[src/verilog/oemc_pkg.sv]
// package: command codes, field positions, encodings and reset values
package oemc_pkg;
  localparam logic [7:0] CMD_OUTPUT_CTRL = 8'h01;
  localparam logic [7:0] CMD_SOURCE_CFG = 8'h02;
  localparam logic [7:0] CMD_CLEAR_FAULTS = 8'h03;
  // output control byte fields
  localparam int EN_HI = 7;
  localparam int EN_LO = 6;
  localparam int MRG_HI = 5;
  localparam int MRG_LO = 4;
  localparam int AOF_HI = 3;
  localparam int AOF_LO = 2;
  localparam logic [1:0] EN_IMM_OFF = 2'h0;
  localparam logic [1:0] EN_SOFT_OFF = 2'h1;
  localparam logic [1:0] EN_ON = 2'h2;
  localparam logic [1:0] MRG_NOM = 2'h0;
  localparam logic [1:0] MRG_LOW = 2'h1;
  localparam logic [1:0] MRG_HIGH = 2'h2;
  localparam logic [1:0] AOF_IGNORE = 2'h1;
  localparam logic [1:0] AOF_ACT = 2'h2;
  // source configuration bits
  localparam int CFG_PWRUP = 4;
  localparam int CFG_USE_BUS = 3;
  localparam int CFG_USE_PIN = 2;
  localparam int CFG_POL = 1;
  localparam int CFG_IMM = 0;
  // reset values: output off immediately, nominal, act on faults
  localparam logic [7:0] OUTPUT_CTRL_RST = 8'h08;
  localparam logic [7:0] SOURCE_CFG_RST = 8'h1E;
  // output states
  typedef enum logic [1:0] {OEMC_OFF, OEMC_RUN, OEMC_SOFT_STOP} oemc_state_t;
endpackage

[src/verilog/oemc_field_hold.sv]
// two-bit field holder that keeps the last described encoding
module oemc_field_hold #(
  parameter logic [1:0] RST_VAL = 2'h0
) (
  input wire logic sys_clk,
  input wire logic sys_rst,
  input wire logic load,
  input wire logic [1:0] value,
  output logic [1:0] field
);
  // code 11 is reserved for every field; it is dropped so state never moves on it
  always_ff @(posedge sys_clk or posedge sys_rst) begin
    if (sys_rst) begin
      field <= RST_VAL;
    end else if (load && value != 2'h3) begin
      field <= value;
    end
  end
endmodule

[src/verilog/oemc_onoff_arbiter.sv]
// start-condition combiner for pin, bus and power-up sources
module oemc_onoff_arbiter (
  input wire logic [7:0] cfg,
  input wire logic [1:0] en_field,
  input wire logic pin_level,
  output logic run_req,
  output logic pin_off
);
  logic pin_active;
  logic bus_on;
  // polarity: 0 active low, 1 active high
  assign pin_active = cfg[oemc_pkg::CFG_POL] ? pin_level : !pin_level;
  assign bus_on = (en_field == oemc_pkg::EN_ON);
  // all enabled conditions must hold; bit 4 clear means always on
  always_comb begin
    if (!cfg[oemc_pkg::CFG_PWRUP]) begin
      run_req = 1'b1;
    end else begin
      run_req = (!cfg[oemc_pkg::CFG_USE_BUS] || bus_on)
        && (!cfg[oemc_pkg::CFG_USE_PIN] || pin_active);
    end
  end
  // the pin is the cause of turn-off only when it is in use and withdrawn
  assign pin_off = cfg[oemc_pkg::CFG_PWRUP] && cfg[oemc_pkg::CFG_USE_PIN] && !pin_active;
endmodule

[src/verilog/oemc_top.sv]
// output enable and margin control core with byte command port
module oemc_top (
  input wire logic sys_clk,
  input wire logic sys_rst,
  input wire logic cmd_write,
  input wire logic cmd_read,
  input wire logic cmd_send,
  input wire logic [7:0] cmd_code,
  input wire logic [7:0] cmd_wdata,
  output logic [7:0] cmd_rdata,
  output logic cmd_ack,
  output logic cmd_nak,
  input wire logic enable_pin,
  input wire logic ov_warn_in,
  input wire logic uv_warn_in,
  input wire logic ov_fault_in,
  input wire logic uv_fault_in,
  input wire logic stop_done,
  output logic output_run,
  output logic soft_stop,
  output logic hard_stop,
  output logic [1:0] margin_sel,
  output logic ov_warn_act,
  output logic uv_warn_act,
  output logic ov_fault_act,
  output logic uv_fault_act,
  output logic clear_faults
);
  logic [1:0] en_field;
  logic [1:0] mrg_field;
  logic [1:0] aof_field;
  logic [7:0] cfg_reg;
  logic wr_ctrl;
  logic run_req;
  logic pin_off;
  logic imm_off;
  logic margined;
  logic faults_on;
  oemc_pkg::oemc_state_t state_reg;
  oemc_pkg::oemc_state_t state_next;

  assign wr_ctrl = cmd_write && cmd_code == oemc_pkg::CMD_OUTPUT_CTRL;

  // each field of the output control byte held separately, reserved codes dropped
  oemc_field_hold #(.RST_VAL(oemc_pkg::OUTPUT_CTRL_RST[oemc_pkg::EN_HI:oemc_pkg::EN_LO]))
    u_en (.sys_clk(sys_clk), .sys_rst(sys_rst), .load(wr_ctrl),
    .value(cmd_wdata[oemc_pkg::EN_HI:oemc_pkg::EN_LO]), .field(en_field));
  oemc_field_hold #(.RST_VAL(oemc_pkg::OUTPUT_CTRL_RST[oemc_pkg::MRG_HI:oemc_pkg::MRG_LO]))
    u_mrg (.sys_clk(sys_clk), .sys_rst(sys_rst), .load(wr_ctrl),
    .value(cmd_wdata[oemc_pkg::MRG_HI:oemc_pkg::MRG_LO]), .field(mrg_field));
  oemc_field_hold #(.RST_VAL(oemc_pkg::OUTPUT_CTRL_RST[oemc_pkg::AOF_HI:oemc_pkg::AOF_LO]))
  // fault code 00 is undescribed as well, so it is dropped here besides 11
    u_aof (.sys_clk(sys_clk), .sys_rst(sys_rst),
    .load(wr_ctrl && cmd_wdata[oemc_pkg::AOF_HI:oemc_pkg::AOF_LO] != 2'h0),
    .value(cmd_wdata[oemc_pkg::AOF_HI:oemc_pkg::AOF_LO]), .field(aof_field));

  // configuration byte; bits 7:5 are not defined and read as zero
  always_ff @(posedge sys_clk or posedge sys_rst) begin
    if (sys_rst) begin
      cfg_reg <= oemc_pkg::SOURCE_CFG_RST;
    end else if (cmd_write && cmd_code == oemc_pkg::CMD_SOURCE_CFG) begin
      cfg_reg <= {3'h0, cmd_wdata[4:0]};
    end
  end

  oemc_onoff_arbiter u_arb (
    .cfg(cfg_reg),
    .en_field(en_field),
    .pin_level(enable_pin),
    .run_req(run_req),
    .pin_off(pin_off)
  );

  // how the stop goes: pin turn-off follows config bit 0, otherwise the enable field when bus control is enabled, else sequenced
  always_comb begin
    if (pin_off) begin
      imm_off = cfg_reg[oemc_pkg::CFG_IMM];
    end else if (cfg_reg[oemc_pkg::CFG_PWRUP] && cfg_reg[oemc_pkg::CFG_USE_BUS]) begin
      imm_off = (en_field == oemc_pkg::EN_IMM_OFF);
    end else begin
      imm_off = 1'b0;
    end
  end

  // output state machine
  always_comb begin
    state_next = state_reg;
    case (state_reg)
      oemc_pkg::OEMC_OFF: begin
        if (run_req) begin
          state_next = oemc_pkg::OEMC_RUN;
        end
      end
      oemc_pkg::OEMC_RUN: begin
        if (!run_req) begin
          state_next = imm_off ? oemc_pkg::OEMC_OFF : oemc_pkg::OEMC_SOFT_STOP;
        end
      end
      oemc_pkg::OEMC_SOFT_STOP: begin
        // a sequenced stop can be cut short by an immediate request
        if (imm_off || stop_done) begin
          state_next = oemc_pkg::OEMC_OFF;
        end
      end
      default: begin
        state_next = oemc_pkg::OEMC_OFF;
      end
    endcase
  end

  always_ff @(posedge sys_clk or posedge sys_rst) begin
    if (sys_rst) begin
      state_reg <= oemc_pkg::OEMC_OFF;
    end else begin
      state_reg <= state_next;
    end
  end

  // registered output controls
  always_ff @(posedge sys_clk or posedge sys_rst) begin
    if (sys_rst) begin
      output_run <= 1'b0;
      soft_stop <= 1'b0;
      hard_stop <= 1'b1;
      margin_sel <= oemc_pkg::MRG_NOM;
    end else begin
      output_run <= (state_next == oemc_pkg::OEMC_RUN);
      soft_stop <= (state_next == oemc_pkg::OEMC_SOFT_STOP);
      hard_stop <= (state_next == oemc_pkg::OEMC_OFF);
      margin_sel <= mrg_field;
    end
  end

  // fault gating while margined
  assign margined = (mrg_field != oemc_pkg::MRG_NOM);
  assign faults_on = !margined || (aof_field == oemc_pkg::AOF_ACT);

  always_ff @(posedge sys_clk or posedge sys_rst) begin
    if (sys_rst) begin
      ov_warn_act <= 1'b0;
      uv_warn_act <= 1'b0;
      ov_fault_act <= 1'b0;
      uv_fault_act <= 1'b0;
    end else begin
      ov_warn_act <= ov_warn_in && faults_on;
      uv_warn_act <= uv_warn_in && faults_on;
      ov_fault_act <= ov_fault_in && faults_on;
      uv_fault_act <= uv_fault_in && faults_on;
    end
  end

  // clear pulse to the fault status store, one cycle
  always_ff @(posedge sys_clk or posedge sys_rst) begin
    if (sys_rst) begin
      clear_faults <= 1'b0;
    end else begin
      clear_faults <= cmd_send && cmd_code == oemc_pkg::CMD_CLEAR_FAULTS;
    end
  end

  // command answer one cycle after the request; unknown codes are refused
  always_ff @(posedge sys_clk or posedge sys_rst) begin
    if (sys_rst) begin
      cmd_rdata <= 8'h00;
      cmd_ack <= 1'b0;
      cmd_nak <= 1'b0;
    end else begin
      cmd_ack <= 1'b0;
      cmd_nak <= 1'b0;
      if (cmd_read) begin
        if (cmd_code == oemc_pkg::CMD_OUTPUT_CTRL) begin
          cmd_rdata <= {en_field, mrg_field, aof_field, 2'h0};
          cmd_ack <= 1'b1;
        end else if (cmd_code == oemc_pkg::CMD_SOURCE_CFG) begin
          cmd_rdata <= cfg_reg;
          cmd_ack <= 1'b1;
        end else begin
          cmd_rdata <= 8'h00;
          cmd_nak <= 1'b1;
        end
      end else if (cmd_write) begin
        cmd_ack <= cmd_code == oemc_pkg::CMD_OUTPUT_CTRL || cmd_code == oemc_pkg::CMD_SOURCE_CFG;
        cmd_nak <= !(cmd_code == oemc_pkg::CMD_OUTPUT_CTRL
          || cmd_code == oemc_pkg::CMD_SOURCE_CFG);
      end else if (cmd_send) begin
        cmd_ack <= cmd_code == oemc_pkg::CMD_CLEAR_FAULTS;
        cmd_nak <= cmd_code != oemc_pkg::CMD_CLEAR_FAULTS;
      end
    end
  end

  // checks
  chk_run_follows_req: assert property (@(posedge sys_clk) disable iff (sys_rst)
    output_run |-> $past(run_req))
    else $error("output ran without all start conditions");
  chk_always_on: assert property (@(posedge sys_clk) disable iff (sys_rst)
    !cfg_reg[oemc_pkg::CFG_PWRUP] && state_reg == oemc_pkg::OEMC_OFF |=> output_run)
    else $error("output not started with power-up always on");
  chk_pin_imm_off: assert property (@(posedge sys_clk) disable iff (sys_rst)
    state_reg == oemc_pkg::OEMC_RUN && !run_req && pin_off && cfg_reg[oemc_pkg::CFG_IMM]
    |=> hard_stop && !soft_stop)
    else $error("pin immediate off not immediate");
  chk_pin_soft_off: assert property (@(posedge sys_clk) disable iff (sys_rst)
    state_reg == oemc_pkg::OEMC_RUN && !run_req && pin_off && !cfg_reg[oemc_pkg::CFG_IMM]
    |=> soft_stop)
    else $error("pin soft off skipped sequencing");
  chk_fault_mask: assert property (@(posedge sys_clk) disable iff (sys_rst)
    margined && aof_field == oemc_pkg::AOF_IGNORE && $stable(mrg_field)
    |=> !ov_fault_act && !uv_fault_act && !ov_warn_act && !uv_warn_act)
    else $error("fault passed while ignored in margin");
  chk_fault_pass: assert property (@(posedge sys_clk) disable iff (sys_rst)
    ov_fault_in && faults_on |=> ov_fault_act)
    else $error("fault dropped while acting on faults");
  chk_clear_pulse: assert property (@(posedge sys_clk) disable iff (sys_rst)
    cmd_send && cmd_code == oemc_pkg::CMD_CLEAR_FAULTS |=> clear_faults ##1 !clear_faults
    or cmd_send && cmd_code == oemc_pkg::CMD_CLEAR_FAULTS)
    else $error("clear faults pulse missing");
  chk_reserved_keep: assert property (@(posedge sys_clk) disable iff (sys_rst)
    wr_ctrl && cmd_wdata[oemc_pkg::EN_HI:oemc_pkg::EN_LO] == 2'h3 |=> $stable(en_field))
    else $error("reserved enable code changed state");
  chk_ctrl_readback: assert property (@(posedge sys_clk) disable iff (sys_rst)
    wr_ctrl && cmd_wdata[7:6] != 2'h3 && cmd_wdata[5:4] != 2'h3 && cmd_wdata[3:2] != 2'h3
    && cmd_wdata[3:2] != 2'h0
    ##1 cmd_read && cmd_code == oemc_pkg::CMD_OUTPUT_CTRL && !wr_ctrl
    |=> cmd_rdata == {$past(cmd_wdata, 2) & 8'hFC})
    else $error("output control byte readback mismatch");
endmodule

[config.mk]
export PLATFORM = sky130hd
export DESIGN_NAME = oemc_top
export DESIGN_NICKNAME = d
export VERILOG_FILES = /design/src/verilog/oemc_pkg.sv /design/src/verilog/oemc_field_hold.sv /design/src/verilog/oemc_onoff_arbiter.sv /design/src/verilog/oemc_top.sv
export SDC_FILE = /design/constraint.sdc
export NUM_CORES = 1
export LEC_CHECK = 0
export ABC_CLOCK_PERIOD_IN_PS = 1900
export BUFFER_PORTS_ARGS = -buffer_cell sky130_fd_sc_hd__clkbuf_2
export CAP_MARGIN = 30
export CORE_ASPECT_RATIO = 1.4
export CORE_MARGIN = 4
export CORE_UTILIZATION = 48
export DETAILED_ROUTE_END_ITERATION = 6
export PLACE_DENSITY = 0.74
export SYNTH_ARGS = -nofsm -noshare
export SYNTH_HDL_FRONTEND = slang
export SYNTH_SLANG_ARGS = --single-unit
[constraint.sdc]
create_clock -name sys_clk -period 1.9 [get_ports sys_clk]
set_input_delay 0.475 -clock sys_clk [delete_from_list [all_inputs] [get_ports sys_clk]]
set_output_delay 0.475 -clock sys_clk [all_outputs]
set_load 0.01 [all_outputs]
Word-level counts from Yosys, hierarchy flattened:

Cells that the tools add are included.

* register bits after elaboration: 33
* bits of input ports: 27
* output and inout bits: 20
* logic and storage cells: 82

* equality and inequality tests: 13
* muxes and demuxes: 21
* reduce and logical (&&, ||, !) cells: 31

Operators with widths (number)
* equality test 8 x 2 -> 1 bit, second input constant: 2
* logical AND 1 bit: 15
* 2-to-1 mux 1 bit: 14
* equality test 2 bit, second input constant: 4
* equality test 8 x 1 -> 1 bit, second input constant: 1
* 2-to-1 mux 2 bit: 4
* 2-to-1 mux 8 bit: 1
* inequality test 8 x 2 -> 1 bit, second input constant: 1
* zero test 1 bit: 6
* zero test 2 bit: 3
* inequality test 2 bit, second input constant: 3
* one-hot mux 2 bit (3 select lines): 1
* logical OR 1 bit: 5
* 2-to-1 mux 5 bit: 1
* equality test 2 x 1 -> 1 bit, second input constant: 2
* nonzero test 2 bit: 2

Depth between registers and ports, before layout:

* depth in word-level cells: 9
* depth in mapped cells: 5

Hierarchy:

Synthesis repeated with hierarchy kept, for this count alone.

* cell total of the unflattened synthesis: 125
* area, all modules: 1452.6 um^2

Modules (own cells, without submodules)
* oemc_top: times used 1, cells an instance 96, area an instance 1133.6 um^2, seq. area each 681.9 um^2
* oemc_field_hold at u_en ...: times used 2, cells an instance 8, area an instance 93.8 um^2, seq. area each 50.0 um^2
* oemc_field_hold at u_aof: times used 1, cells an instance 8, area an instance 95.1 um^2, seq. area each 51.3 um^2
* oemc_onoff_arbiter: times used 1, cells an instance 5, area an instance 36.3 um^2, seq. area each 0.0 um^2

Least setup slack after synthesis:

Ideal clock, no wire load.

* kind: input-to-reg
* start: input cmd_code[5]
* end: register cfg_reg[0]
* library setup time: 0.125 ns
* arrival time: 1.748 ns
* required time: 1.775 ns
* slack: 0.027 ns
* stages on the path: 5
* buffers on the path: 1
* cell sequence: nor4_4 -> nand3_2 -> or3b_1 -> buf_6 -> mux2_4

* longest elaborated chain between the ends: 2

RTL lines
* start, declared: line oemc_top.sv:8 `input wire logic [7:0] cmd_code,`
* equality test 8 x 2 -> 1 bit: line oemc_top.sv:61 `end else if (cmd_write && cmd_code == oemc_pkg::CMD_SOURCE_CFG) begin`
* logical AND 1 bit: line oemc_top.sv:61
* end signal, assigned: line oemc_top.sv:60 `cfg_reg <= oemc_pkg::SOURCE_CFG_RST;`
* end signal, assigned: line oemc_top.sv:62 `cfg_reg <= {3'h0, cmd_wdata[4:0]};`
* end, declared: line oemc_top.sv:32 `logic [7:0] cfg_reg;`

Every way passes these cells.
A chain may end at the register's enable or synchronous reset.

Final worst setup path:

Same ends and word-level chain as after synthesis.

==> flow_metrics.py <==
metrics = {
    "clock_network": {
        "holdBufCountCts": 0,
        "cts_resized": 0,
        "post_cts_buffers": 0,
        "root_buffer": "clkbuf_4",
        "insertion_delay_ns": 0.34,
        "clk_path_buf_depth": 2,
        "htree_levels": 2,
        "clk_pin_slew_ns": 0.10,
        "cts.sinks": 33,
        "cts_tree": "built",
        "numCtsBuffers": 5,
    },
    "cells_and_area": {
        "diodes": 0,
        "fin_util_pct": 65.2,
        "layout_commonest_cell": "clkbuf_2",
        "final_cells": 206,
        "final_nets": 196,
        "area_delta_synth_final_pct": 27.1,
        "drive_gt1_share_pct": 44.7,
        "largest_register_ffs": 8,
        "final_cell_mix": "clkbuf_2 (46), dfrtp_1 (27), nor2_1 (12)",
        "postLayoutCellArea_sq_um": 1740,
    },
    "sta": {
        "setup_viol": 0,
        "hold_viol_final": 0,
        "worstMarginPinSlew_ns": 0.451,
        "rsz0062_at_grt": "no",
        "fin_crit_ns": 1.63,
        "relSlewSlack_pct": 69.6,
        "clock.fmax_mhz": 613,
        "finClkSkew_ns": 0.00959,
        "post-route-period-util_pct": 85.9,
        "setup_ws_ns": 0.268,
        "final_max_slew_viol_count": 0,
    },
    "die": {
        "die-area_sq_um": 3790,
        "die_y_um": 71.2,
        "coreArea_sq_um": 2670,
        "rows": 22,
        "start_util_pct": 51.3,
        "ios": 47,
        "die_width_um": 53.2,
    },
    "worst_setup_path": {
        "timing.rr.end": "hard_stop$_DFF_PP1_",
        "critPathMaxStageDelay_ns": 0.53,
        "cp-end-kind": "flop",
        "slowest_stage": "or3b_1",
        "crit_path_cell_trace": "clkbuf_2 -> nor4_4 -> nand3_2 -> or3b_1 -> mux2_4",
        "start_kind": "primary input",
        "r2r_cells": 4,
        "critPathMaxFanout": 5,
        "criticalPathCategory": "in -> reg",
        "required_ns": 2.12,
        "cp.arrival_ns": 1.85,
        "r2r-start": "cfg_reg[2]$_DFFE_PP1P_",
        "r2r_slack_ns": 0.34,
    },
    "worst_hold_path": {
        "hp-class": "in -> async",
    },
    "logic_synthesis": {
        "synth_fa_ha_area_share_pct": 0,
        "synthesis.area_sq_um": 1370,
        "async_reset_ff_share_pct": 100,
        "yosys.area_share.simple_pct": 15.9,
        "synth-xor-area-share_pct": 1.28,
        "synth-seq-area-share_pct": 60.8,
        "synth_area_per_cell_sq_um": 12.5,
        "synth-seq-cells": 33,
        "synth-compound-area-share_pct": 14.1,
        "synth_cell_type_count": 30,
        "synth_top_family_by_area": "simple AND/OR/NAND/NOR gates",
        "synth_edf_count": 0,
        "synthFlopType": "dfrtp_1",
        "synthCells": 110,
        "synth_mux_area_share_pct": 5.48,
        "ys_warn_count": 0,
        "syn_nets": 137,
    },
    "pwr": {
        "p_leak_nw": 0.882,
        "power_density_nw_per_um2": 704,
        "p_int_w": 0.000919,
        "p_comb_share_pct": 9.2,
        "p_switching_w": 0.000306,
        "pwr-share-seq_pct": 60.3,
        "clockPowerShare_pct": 30.5,
        "switching_share_pct": 25.0,
        "ir_drop_uv": 453,
        "power_w": 0.00123,
    },
    "placed_design": {
        "io_buffers": 46,
        "pre_cts_ws_ns": -0.0862,
        "post-dp-hpwl_um": 2270,
        "dpl_cell_area_sq_um": 1690,
        "gp_congestion": 0.764,
        "dp_cells": 198,
    },
    "route": {
        "vias": 1098,
        "wl_per_cell_um": 14.0,
        "first_iter_violations": 20,
        "postRouteWirelength_um": 2870,
        "ant_nets": 0,
        "firstDrtPassIters": 4,
        "remaining_drc_errors": 0,
        "vias_per_cell": 5.33,
    },
    "global_routing": {
        "grt_pass1_wl_um": 4750,
        "grt_pass1_vias": 1102,
        "grt_use_total_pct": 17.1,
        "grt_max_degree": 34,
        "grt-ovfl-total": 0,
        "antenna_found_initial": 0,
    },
    "job": {
        "maxCapViolCount": 0,
    },
    "status": {
        "outcome": "finished, final reports clean",
    },
}
## synthesized netlist by cell type (all sizes together), types with 2 or more instances
library cell | n | share of area, %
dfrtp | 27 | 49
nor2 | 13 | 3.7
dfstp | 6 | 12
a22o | 5 | 3.2
and2 | 5 | 2.3
inv | 5 | 1.4
mux2 | 5 | 5.5
nand2 | 5 | 1.4
nor2b | 5 | 2.3
o22a | 5 | 3.2
nor3 | 4 | 1.5
a221o | 3 | 2.2
nand4 | 3 | 1.4
a31oi | 2 | 0.91
nor4 | 2 | 2.0
o21ai | 2 | 0.73
o22ai | 2 | 0.91
## layer usage
layer	wire length (um)	GRT usage (%)	up-vias	share of wire, %
met1	1110	18.6	530	38
met2	1480	29.8	46	51
met3	230	5.61	6	8.0
met4	57	6.82	0	2.0
met5	0	0	-	0
li1	-	-	516	-
## power groups by stage
| stage | Sequential [W] | Clock [W] | Combinational [W] |
|---|---|---|---|
| 5_1_grt | 0.000741 | 0.000416 | 0.000126 |
| 6_report | 0.000738 | 0.000374 | 0.000113 |
| 3_5_place_dp | 0.000752 | 0 | 0.000115 |
| 4_1_cts | 0.000738 | 0.000382 | 0.000115 |
| 2_1_floorplan | 0.000755 | 0 | 0.0000461 |
| 3_3_place_gp | 0.000751 | 0 | 0.000111 |
## kinds of logic after synthesis
group                  Yosys count
multiplexers                     5
AND/OR/NAND/NOR                 39
XOR/XNOR                         2
flip-flops                      33
buffers and inverters            7
AO/OA/AOI/OAI                   24
## how the worst max path moves through the flow
stage / start / to / cells past startpoint
floorplan: cmd_code[5] / cfg_reg[0]$_DFFE_PP0P_ / 5
global placement: cmd_code[5] / cfg_reg[0]$_DFFE_PP0P_ / 5
detailed placement: cmd_code[5] / cfg_reg[0]$_DFFE_PP0P_ / 5
CTS: cmd_code[5] / cfg_reg[0]$_DFFE_PP0P_ / 5
global route: cmd_code[5] / cfg_reg[0]$_DFFE_PP0P_ / 5
finish: cmd_code[5] / cfg_reg[0]$_DFFE_PP0P_ / 5
## worst max-delay path, delay by kind of cell
family	cells	cell delay (ns)
mux	1	0.34
simple gates	3	0.95
buf+inv	1	0.10
## cell type report
| class | count | area [sq um] |
|---|---|---|
| Sequential cell | 33 | 833 |
| Clock inverter | 2 | 10.0 |
| Fill cell | 226 | 928 |
| Tap cell | 36 | 45.0 |
| Inverter | 5 | 18.8 |
| Multi-Input combinational cell | 70 | 503 |
| Timing Repair Buffer | 54 | 290 |
| Clock buffer | 6 | 41.3 |
## metrics by stage
stage / TNS [ns] / hold slack, ns
2_1_floorplan: 0 / 0.396
3_3_place_gp: -0.119 / 0.424
3_5_place_dp: -0.279 / 0.419
4_1_cts: 0 / 0.185
5_1_grt: 0 / 0.221
6_report: 0 / 0.182
No activity file was read; power rests on OpenSTA's default activity.
